==> config.mk <==
export PLATFORM = sky130hd
export DESIGN_NAME = lcd_bleeder_bank
export DESIGN_NICKNAME = d
export VERILOG_FILES = /design/src/hdl/lcd_bank_pkg.sv /design/src/hdl/lcd_bleeder_bank.sv /design/src/hdl/bleeder_timer.sv
export SDC_FILE = /design/constraint.sdc
export NUM_CORES = 1
export LEC_CHECK = 0
export BUFFER_PORTS_ARGS = -buffer_cell sky130_fd_sc_hd__buf_2
export CAP_MARGIN = 20
export CORE_MARGIN = 2
export CORE_UTILIZATION = 30
export DETAILED_ROUTE_END_ITERATION = 8
export GPL_ROUTABILITY_DRIVEN = 0
export HOLD_SLACK_MARGIN = 0.12
export PLACE_DENSITY = 0.45
export SETUP_SLACK_MARGIN = 0.3
export SLEW_MARGIN = 30
export SYNTH_ARGS = -nofsm -noshare
export SYNTH_HDL_FRONTEND = slang
export SYNTH_HIERARCHICAL = 1
export SYNTH_SLANG_ARGS = --single-unit
==> constraint.sdc <==
create_clock -name core_clk_i -period 5.2 [get_ports core_clk_i]
set_clock_uncertainty 0.2 [all_clocks]
set_input_delay 0.26 -clock core_clk_i [delete_from_list [all_inputs] [get_ports core_clk_i]]
set_output_delay 0.26 -clock core_clk_i [all_outputs]
set_load 0.01 [all_outputs]
==> src/hdl/lcd_bank_pkg.sv <==
// register map, field layout and timing constants of the bleeder and segment bank
package lcd_bank_pkg;
    localparam logic [11:0] ADDR_ENABLE     = 12'h000;
    localparam logic [11:0] ADDR_CONTROL1   = 12'h004;
    localparam logic [11:0] ADDR_BLEEDER    = 12'h008;
    localparam logic [11:0] ADDR_SEGBUF0    = 12'h00C;
    localparam logic [11:0] ADDR_SEGBUF1    = 12'h010;
    localparam logic [31:0] RESET_WORD      = 32'h0000_0000;
    localparam int          LCT_LSB         = 5;
    localparam int          HBV_BIT         = 4;
    localparam int          SRC_BIT         = 3;
    localparam int          SEG_HI_LSB      = 4;
    localparam int          SEG_LO_LSB      = 0;
    localparam logic [2:0]  LCT_NEVER       = 3'h0;
    localparam logic [2:0]  LCT_ALWAYS      = 3'h6;
    localparam logic [2:0]  LCT_RESERVED    = 3'h7;
    localparam logic [3:0]  BASE_SYS_MAX    = 4'h4;
    localparam logic [3:0]  BASE_LS_SLOW    = 4'h8;
    localparam logic [3:0]  BASE_LS_FAST    = 4'h9;
    localparam int          SYS_DIV_TOP_EXP = 18;
    localparam int          LS_DIV_SLOW_EXP = 9;
    localparam int          LS_DIV_FAST_EXP = 8;
    localparam int          SYS_CONN_EXP    = 10;
    localparam int          CNT_W           = 20;

    typedef struct packed {
        logic [2:0] connect_time;
        logic       high_value;
        logic       internal_src;
    } bleeder_cfg_t;

    typedef struct packed {
        logic [3:0] segment_three_data;
        logic [3:0] segment_two_data;
        logic [3:0] segment_one_data;
        logic [3:0] segment_zero_data;
    } seg_data_t;
endpackage : lcd_bank_pkg

==> src/hdl/lcd_bleeder_bank.sv <==
// apb register bank for bleeder control and segment buffers 0 and 1
`timescale 1ns/1ps
// Operation
// connect time code 000 never connects, 110 always connects, 111 is reserved.
// codes 001-101 connect for 2^(10+code-base) system clocks or about 2^(code+1)/2^code low-speed periods.
// source bit 3 chooses external (0) or internal (1) bleeder resistance.
// connect timing and high value select only act while the internal source is chosen.
// buffer 0 holds segment 1 in bits 7-4 and segment 0 in bits 3-0.
// buffer 1 holds segment 3 in bits 7-4 and segment 2 in bits 3-0.
// unused bits read zero and ignore writes; nibble msb is common phase 3, lsb phase 0.
// base field divides system clock by 2^18..2^14 or low-speed clock by 2^9, 2^8; others reserved.
// with the enable cleared other registers are not clocked and keep their contents.
module lcd_bleeder_bank (
    // clock and reset
    input  wire logic        core_clk_i,
    input  wire logic        rst_i,
    // apb slave
    input  wire logic        psel_i,
    input  wire logic        penable_i,
    input  wire logic        pwrite_i,
    input  wire logic [11:0] paddr_i,
    input  wire logic [31:0] pwdata_i,
    output logic [31:0]      prdata_o,
    output logic             pready_o,
    output logic             pslverr_o,
    // low-speed clock from outside the domain
    input  wire logic        low_speed_clk_i,
    // panel side
    output logic             frame_tick_o,
    output logic             internal_bleeder_o,
    output logic             high_bleeder_value_o,
    output logic             low_bleeder_connect_o,
    output logic [15:0]      segment_data_o
);
    logic                    module_enable_q;
    logic [3:0]              base_frequency_select_q;
    logic [2:0]              duty_q;
    logic                    display_on_q;
    lcd_bank_pkg::bleeder_cfg_t bleeder_q;
    logic [7:0]              segment_buffer_0_q;
    logic [7:0]              segment_buffer_1_q;
    logic [1:0]              ls_sync_q;
    logic                    ls_prev_q;
    logic [lcd_bank_pkg::CNT_W-1:0] div_q;
    logic                    tick_q;
    logic                    timer_active;

    // apb decode
    wire access     = psel_i && penable_i;
    wire hit_en     = paddr_i == lcd_bank_pkg::ADDR_ENABLE;
    wire hit_cr1    = paddr_i == lcd_bank_pkg::ADDR_CONTROL1;
    wire hit_bl     = paddr_i == lcd_bank_pkg::ADDR_BLEEDER;
    wire hit_b0     = paddr_i == lcd_bank_pkg::ADDR_SEGBUF0;
    wire hit_b1     = paddr_i == lcd_bank_pkg::ADDR_SEGBUF1;
    wire mapped     = hit_en || hit_cr1 || hit_bl || hit_b0 || hit_b1;
    // one wait state: answer the cycle after the access phase starts
    wire answer     = access && !pready_o;
    wire rd_answer  = answer && !pwrite_i;
    // writes land only at the completing edge, as the master sees them
    wire wr         = access && pwrite_i && mapped && pready_o;
    // gated registers: writes only land while the module clock runs
    wire wr_gated   = wr && module_enable_q;

    wire ls_rise    = ls_sync_q[1] && !ls_prev_q;
    // base codes 0101-0111 and 1010 up are reserved and give no ticks
    wire base_sys   = base_frequency_select_q <= lcd_bank_pkg::BASE_SYS_MAX;
    wire base_ls    = base_frequency_select_q == lcd_bank_pkg::BASE_LS_SLOW
                   || base_frequency_select_q == lcd_bank_pkg::BASE_LS_FAST;

    function automatic logic [lcd_bank_pkg::CNT_W-1:0] pow2(input int e);
        pow2 = lcd_bank_pkg::CNT_W'(1) << e;
    endfunction : pow2

    // divider length per base code
    wire [lcd_bank_pkg::CNT_W-1:0] frame_len = base_sys
        ? pow2(lcd_bank_pkg::SYS_DIV_TOP_EXP - int'(base_frequency_select_q))
        : (base_frequency_select_q == lcd_bank_pkg::BASE_LS_SLOW
            ? pow2(lcd_bank_pkg::LS_DIV_SLOW_EXP)
            : pow2(lcd_bank_pkg::LS_DIV_FAST_EXP));
    wire div_step   = base_sys || (base_ls && ls_rise);
    wire div_wrap   = div_step && div_q >= frame_len - 1'b1;

    // connect length in timer steps: core cycles on system bases, synchronised
    // low-speed edges on low-speed bases; the low-speed time runs up to one
    // core cycle short, since each tick trails its low-speed edge
    wire [2:0] code = bleeder_q.connect_time;
    wire [lcd_bank_pkg::CNT_W-1:0] conn_len = base_sys
        ? pow2(lcd_bank_pkg::SYS_CONN_EXP + int'(code) - int'(base_frequency_select_q))
        : (base_frequency_select_q == lcd_bank_pkg::BASE_LS_SLOW
            ? pow2(int'(code) + 1) : pow2(int'(code)));
    wire timed_code = code != lcd_bank_pkg::LCT_NEVER && code < lcd_bank_pkg::LCT_ALWAYS;
    wire run_timer  = module_enable_q && bleeder_q.internal_src && timed_code
                   && (base_sys || base_ls);
    // reserved code 111 falls through to disconnected
    wire conn_next  = bleeder_q.internal_src && module_enable_q
                   && (code == lcd_bank_pkg::LCT_ALWAYS || (timed_code && timer_active));

    // unmapped offsets read as zero and flag an error
    wire [31:0] rd_mux =
          hit_en  ? {31'h0000_0000, module_enable_q}
        : hit_cr1 ? {24'h00_0000, display_on_q, duty_q, base_frequency_select_q}
        : hit_bl  ? {24'h00_0000, bleeder_q.connect_time, bleeder_q.high_value,
                     bleeder_q.internal_src, 3'h0}
        : hit_b0  ? {24'h00_0000, segment_buffer_0_q}
        : hit_b1  ? {24'h00_0000, segment_buffer_1_q}
        : lcd_bank_pkg::RESET_WORD;

    always_ff @(posedge core_clk_i or posedge rst_i)
    begin
        if (rst_i)
            module_enable_q <= 1'b0;
        else if (wr && hit_en)
            module_enable_q <= pwdata_i[0];
    end

    always_ff @(posedge core_clk_i or posedge rst_i)
    begin
        if (rst_i)
        begin
            base_frequency_select_q <= 4'h0;
            duty_q                  <= 3'h0;
            display_on_q            <= 1'b0;
            bleeder_q               <= '0;
            segment_buffer_0_q      <= 8'h00;
            segment_buffer_1_q      <= 8'h00;
        end
        else if (wr_gated)
        begin
            if (hit_cr1)
            begin
                base_frequency_select_q <= pwdata_i[3:0];
                duty_q                  <= pwdata_i[6:4];
                display_on_q            <= pwdata_i[7];
            end
            if (hit_bl)
            begin
                bleeder_q.connect_time <= pwdata_i[lcd_bank_pkg::LCT_LSB +: 3];
                bleeder_q.high_value   <= pwdata_i[lcd_bank_pkg::HBV_BIT];
                bleeder_q.internal_src <= pwdata_i[lcd_bank_pkg::SRC_BIT];
            end
            if (hit_b0)
                segment_buffer_0_q <= pwdata_i[7:0];
            if (hit_b1)
                segment_buffer_1_q <= pwdata_i[7:0];
        end
    end

    // low-speed clock sampled through two flops before use
    always_ff @(posedge core_clk_i or posedge rst_i)
    begin
        if (rst_i)
        begin
            ls_sync_q <= 2'b00;
            ls_prev_q <= 1'b0;
        end
        else
        begin
            ls_sync_q <= {ls_sync_q[0], low_speed_clk_i};
            ls_prev_q <= ls_sync_q[1];
        end
    end

    // reserved base codes stop the divider
    always_ff @(posedge core_clk_i or posedge rst_i)
    begin
        if (rst_i)
        begin
            div_q  <= '0;
            tick_q <= 1'b0;
        end
        else
        begin
            tick_q <= module_enable_q && div_wrap;
            if (!module_enable_q || !(base_sys || base_ls))
                div_q <= '0;
            else if (div_wrap)
                div_q <= '0;
            else if (div_step)
                div_q <= div_q + 1'b1;
        end
    end

    bleeder_timer #(
        .CNT_W (lcd_bank_pkg::CNT_W)
    ) u_timer (
        .core_clk_i (core_clk_i),
        .rst_i      (rst_i),
        .run_i      (run_timer),
        .start_i    (tick_q),
        .step_i     (div_step),
        .length_i   (conn_len),
        .active_o   (timer_active)
    );

    always_ff @(posedge core_clk_i or posedge rst_i)
    begin
        if (rst_i)
        begin
            prdata_o              <= lcd_bank_pkg::RESET_WORD;
            pready_o              <= 1'b0;
            pslverr_o             <= 1'b0;
            frame_tick_o          <= 1'b0;
            internal_bleeder_o    <= 1'b0;
            high_bleeder_value_o  <= 1'b0;
            low_bleeder_connect_o <= 1'b0;
            segment_data_o        <= 16'h0000;
        end
        else
        begin
            pready_o              <= answer;
            pslverr_o             <= answer && !mapped;
            prdata_o              <= rd_answer ? rd_mux : lcd_bank_pkg::RESET_WORD;
            frame_tick_o          <= tick_q;
            internal_bleeder_o    <= bleeder_q.internal_src;
            high_bleeder_value_o  <= bleeder_q.internal_src && bleeder_q.high_value;
            low_bleeder_connect_o <= conn_next;
            segment_data_o        <= {segment_buffer_1_q, segment_buffer_0_q};
        end
    end
endmodule : lcd_bleeder_bank

==> src/hdl/bleeder_timer.sv <==
// one-shot timer that holds the low bleeder connected after each frame tick
`timescale 1ns/1ps
module bleeder_timer #(
    parameter int CNT_W = 20
) (
    // clock and reset
    input  wire logic             core_clk_i,
    input  wire logic             rst_i,
    // control
    input  wire logic             run_i,
    input  wire logic             start_i,
    input  wire logic             step_i,
    input  wire logic [CNT_W-1:0] length_i,
    // result
    output logic                  active_o
);
    logic [CNT_W-1:0] count_q;

    always_ff @(posedge core_clk_i or posedge rst_i)
    begin
        if (rst_i)
            count_q <= '0;
        else if (!run_i)
            count_q <= '0;
        else if (start_i)
            count_q <= length_i;
        else if (step_i && count_q != '0)
            count_q <= count_q - 1'b1;
    end

    always_ff @(posedge core_clk_i or posedge rst_i)
    begin
        if (rst_i)
            active_o <= 1'b0;
        else
            active_o <= run_i && (start_i || count_q > 1 || (count_q == 1 && !step_i));
    end
endmodule : bleeder_timer

After elaboration in Yosys (flattened, before gate mapping):

Cells that the tools add are included.

* $add $sub $neg: 7
* magnitude comparators: 4
* eq/ne operators: 9
* shift-type cells: 4
* multiplexer cells: 16
* reduce and logical (&&, ||, !) cells: 49

Operators by type and width (count)
* two-way mux 20 bit: 9
* left shift 1 x 32 -> 20 bit (first input constant): 2
* two-way mux 8 bit: 6
* subtractor 20 x 1 -> 20 bit (second input constant): 2
* equality test 12 x 4 -> 1 bit (second input constant): 2
* logical AND 1 bit: 23
* adder 20 x 1 -> 20 bit (second input constant): 1
* equality test 20 x 1 -> 1 bit (second input constant): 1
* >= comparator 20 bit: 1
* greater-than comparator 20 x 1 -> 1 bit (second input constant): 1
* nonzero test 20 bit: 1
* left shift 1 x 3 -> 20 bit (first input constant): 1
* left shift 1 x 4 -> 20 bit (first input constant): 1
* equality test 12 x 3 -> 1 bit (second input constant): 1
* equality test 12 x 5 -> 1 bit (second input constant): 1
* zero test 12 bit: 1
* logical OR 1 bit: 11
* two-way mux 10 bit: 1
* equality test 4 bit (second input constant): 2
* AND reduction 2 bit: 4
* zero test 1 bit: 7
* nonzero test 3 bit: 2
* subtractor 5 x 4 -> 6 bit: 1
* subtractor 5 x 4 -> 6 bit (first input constant): 1
* 6 further kinds: 6

* bits in registers: 105
* bits of input ports: 50
* word-level logic and storage cells: 112

Longest topological paths before layout:

* depth after elaboration: 9
* depth in mapped cells: 14
* gate-level depth less buffers: 14

Cells and area by module:

The synthesis kept the hierarchy.

By module, submodules not included
* lcd_bleeder_bank: instances 1, cells an instance 472, area each 4885.9 um^2, sequential area each 2102.0 um^2
* bleeder_timer: instances 1, cells an instance 161, area each 1515.2 um^2, sequential area each 525.5 um^2

Worst setup path after synthesis:

Ideal clock, no wire load.

* path type: register to register
* from: reg base_frequency_select_q[1]
* to: reg div_q[4] in the netlist's numbering
* arrival time: 2.641 ns
* required time: 4.928 ns
* slack: 2.286 ns
* stages on the path, launching flop included: 12
* path through: dfrtp_1 -> buf_6 -> or2_4 -> maj3_2 -> xnor2_1 -> ha_1 -> a21oi_1 -> o21ai_0 -> a2111oi_4 -> clkbuf_1 -> a41oi_1 -> nor2_1

* cells in the longest elaborated chain, start to end: 8
* elaborated cells between the ends (all ways): 19

Ends and longest elaborated chain
* start, declared: RTL line lcd_bleeder_bank.sv:36 `logic [3:0] base_frequency_select_q;`
* start signal, assigned: RTL line lcd_bleeder_bank.sv:131 `base_frequency_select_q <= pwdata_i[3:0];`
* subtractor 5 x 4 -> 6 bit / equality test 4 bit (equally long branches): RTL line lcd_bleeder_bank.sv:76, lcd_bleeder_bank.sv:67, lcd_bleeder_bank.sv:77
* left shift 1 x 32 -> 20 bit / two-way mux 10 bit (equally long branches): RTL line lcd_bleeder_bank.sv:71, lcd_bleeder_bank.sv:78
* two-way mux 20 bit: RTL line lcd_bleeder_bank.sv:76 `? pow2(lcd_bank_pkg::SYS_DIV_TOP_EXP - int'(base_frequency_select_q))`
* subtractor 20 x 1 -> 20 bit: RTL line lcd_bleeder_bank.sv:81 `wire div_wrap = div_step && div_q >= frame_len - 1'b1;`
* >= comparator 20 bit: RTL line lcd_bleeder_bank.sv:81
* logical AND 1 bit: RTL line lcd_bleeder_bank.sv:81
* two-way mux 20 bit: RTL line lcd_bleeder_bank.sv:176 `else if (div_wrap)`
* two-way mux 20 bit: RTL line lcd_bleeder_bank.sv:174 `if (!module_enable_q || !(base_sys || base_ls))`
* end signal, assigned: RTL line lcd_bleeder_bank.sv:179 `div_q <= div_q + 1'b1;`
* end, declared: RTL line lcd_bleeder_bank.sv:44 `logic [lcd_bank_pkg::CNT_W-1:0] div_q;`

Several ways; a longest one is shown, not always the timed one.
A chain may end at the register's enable or synchronous reset.

Worst setup path after layout:

* from: reg base_frequency_select_q[1]
* to: reg div_q[3] in the netlist's numbering

Same word-level chain as after synthesis.

==> reports/metrics.cfg <==
[status]
status=complete, no violations

[die]
die_h_um=150
rows=53
die_area_mm2=0.0225
pin_count=104
die_w_um=150
start_util_pct=30.5
core-area_mm2=0.0210

[clock_network]
htreeDepth=3
postCtsSetupBuffers=0
cts.clk_slew.worst_paths_ns=0.08
numCtsBuffers=9
clockBufferDepth=2
cts_tree=done
clk_latency_ns=0.35
clock-sinks=105
cts_resized=0
cts-root-buf=clkbuf_16

[route]
wirelength_um=15600
drc=0
vias=4894
dr.pass1.iters=4
vias_per_cell=4.99
wl_per_cell_um=15.9
drt-initial-drc-count=237
ant_nets=0

[critical_path]
cp.arrival_ns=3.65
slowest_stage=dfrtp_1
cp-start-kind=flip-flop
slowest_delay_ns=0.55
r2r_cells=10
end_kind=flip-flop
path_cells=or2_4 > maj3_2 > xnor2_1 > ha_1 > a21oi_1 > o21ai_0 > a2111oi_4 > buf_4 > nand3_1 > o311ai_1
cp.required_ns=5.25
critPathMaxFanout=15
r2r_slack_ns=1.60
setup.worst_path.start=base_frequency_select_q[1]
r2r-end=div_q[3]
path_class=reg -> reg
r2r-start=base_frequency_select_q[1]

[finish]
seq_area_mm2=0.00263
multi_input_area_mm2=0.00349
flow.area_growth_from_synthesis_pct=14.1
fin_cells=981
fillers=2172
layout-drive-gt1-share_pct=20.3
diodes=0
fin_nets=788

[logic_synthesis]
syn_avg_cell_area_um2=10.1
synth-seq-cells=105
netlist_instances=633
synth_area_leader_cell=dfrtp_1
synth_most_common_cell=dfrtp_1
async_flop_share_pct=100
synth_edf_count=0
netlist_top_cells_count=dfrtp_1 (105), nor2_1 (61), nand2_1 (41), a21oi_1 (39), ha_1 (36)
synthDistinctLibCells=83
seq_area_frac_synth_pct=41.0
synth_area_mm2=0.00640
ys_dominant_reg_cell=dfrtp_1
yosys.area.top_type_share_pct=41.0
ys_top_cells_by_area=dfrtp_1 (41%), ha_1 (7.0%), mux2_2 (4.7%), nor2_1 (3.6%), a21oi_1 (3.0%)
yosysWarningCount=6

[power_and_ir_drop]
sw_frac_of_total_pct=25.2
p_per_area_mw_per_mm2=219
leakage_nw=3.35
vdd_drop_max_v=0.000164
p_int_w=0.00120
p_comb_share_pct=4.5
netSwitchingPower_w=0.000402
clock_power_share_pct=44.2
p_seq_share_pct=51.2

[grt]
grt_pass1_wl_um=26200
antenna_found_initial=0
grt_overflow=0
grt_max_degree=72
track_usage_pct=14.7
grt_pass1_vias=4940

[timing]
final_hold_viol_count=0
tns_ns=0
rsz0062_at_grt=no
fin_crit_sh_pct=69.3
setup_viol=0
slew_viol_final=0
slew_headroom_pct=45.0
finalCriticalPeriod_ns=3.60
max_freq_mhz=277
worst_pin_slew_ns=0.820

[worst_hold_path]
hold-path-cell-count=0
worstHoldPathType=reg -> reg
holdPathEnd=ls_sync_q[1]
hp-start=ls_sync_q[0]

[placement]
dp_hpwl_um=11400
io_buffers=55
placed_cells=951

[job]
maxCapViolations=0

how the worst max path moves through the flow:
stage / cells past startpoint / end
2_1_floorplan: 11 / div_q[4]
3_3_place_gp: 10 / div_q[3]
3_5_place_dp: 10 / div_q[3]
4_1_cts: 10 / div_q[3]
5_1_grt: 10 / div_q[3]
6_report: 10 / div_q[3]
power groups by stage:
stage                     clock network (W)  registers (W)   logic, W
after global placement                    0       0.000835  0.0000633
final                              0.000707       0.000818  0.0000725
after CTS                          0.000737       0.000818  0.0000727
after global routing               0.000768       0.000819  0.0000836
after detailed placement                  0       0.000835  0.0000653
after floorplan                           0       0.000835  0.0000507
layout make-up:
type	count	area share, %
multi-input combinational	489	47.8
clock inverter	6	0.959
clock buffer	10	3.27
inverter	24	1.25
sequential	105	36.0
tap	275	4.71
timing repair buffer	72	6.05
kinds of logic after synthesis:
family                   share of synthesized area, %
flip-flops                                       41.0
multiplexers                                     5.73
XOR/XNOR                                         3.69
adder cells (fa/ha/maj)                          7.53
other                                           0.117
AO/OA/AOI/OAI                                    13.7
AND/OR/NAND/NOR                                  21.9
buffers and inverters                            6.29
what timing repair did:
action,4_1_cts,5_1_grt
hold buffers,14,0
hold endpoints to repair,68,0
endpoints found under the setup margin,0,0
state kept, by name, indices dropped and copies added, names as in the netlist, 2 cells and up:
register and flops:
segment_data_o 16, prdata_o 8, base_frequency_select_q 4, u_timer/count_q 20
div_q 20, segment_buffer_0_q 8, duty_q 3, code 3
ls_sync_q 2, bleeder_q 2, segment_buffer_1_q 8
critical path: cells and delay by family, from the launching register on:
family / cells / cell delay [ns]
XOR/XNOR: 1 / 0.14
AND/OR/NAND/NOR: 2 / 0.73
adder cells (fa/ha/maj): 2 / 0.54
flip-flops: 1 / 0.55
buffers and inverters: 1 / 0.27
AO/OA/AOI/OAI: 4 / 1.07
layer usage:
layer	track usage, %	up-vias	routed length, um
met2	23.3	98	7390
met4	3.07	0	112
met1	20.3	2412	7490
met3	3.87	6	630
met5	0	-	0
li1	-	2378	-
stage by stage:
| stage | power (W) | setup slack (ns) | utilization [%] | cell area, um2 | hold WS [ns] |
|---|---|---|---|---|---|
| floorplan | 0.000886 | 2.29 | - | 6510 | 0.0365 |
| global route | 0.00167 | 1.37 | 34.9 | 7300 | 0.160 |
| global placement | 0.000898 | 1.65 | 32.6 | 6840 | 0.0154 |
| detailed placement | 0.000900 | 1.59 | 32.6 | 6840 | 0.0265 |
| finish | 0.00160 | 1.60 | 34.9 | 7300 | 0.152 |
| CTS | 0.00163 | 1.56 | 34.8 | 7290 | 0.154 |
cells in the final DEF, fill, tap and decap left out, types with 4 or more instances in the layout:
| cell type | count |
|---|---|
| nor2b_1 | 5 |
| nand2_1 | 41 |
| and3_1 | 8 |
| a211oi_1 | 6 |
| xnor2_1 | 14 |
| nor4_4 | 5 |
| inv_1 | 20 |
| and2_1 | 4 |
| and4_1 | 5 |
| ha_1 | 36 |
| nor3_1 | 12 |
| a31oi_1 | 5 |
| mux2_2 | 27 |
| conb_1 | 31 |
| nand2b_1 | 8 |
| buf_2 | 55 |
| dfrtp_1 | 105 |
| dlygate4sd3_1 | 14 |
| mux2i_1 | 4 |
| or3_1 | 4 |
| nor2_1 | 61 |
| nand4_1 | 15 |
| nor2_4 | 4 |
| o22ai_1 | 5 |
| clkbuf_16 | 9 |
| a221oi_1 | 4 |
| xor2_1 | 13 |
| a41oi_1 | 6 |
| o21ai_0 | 28 |
| nand3_1 | 27 |
| a21oi_1 | 39 |
Power figures use the tool's default switching activity.
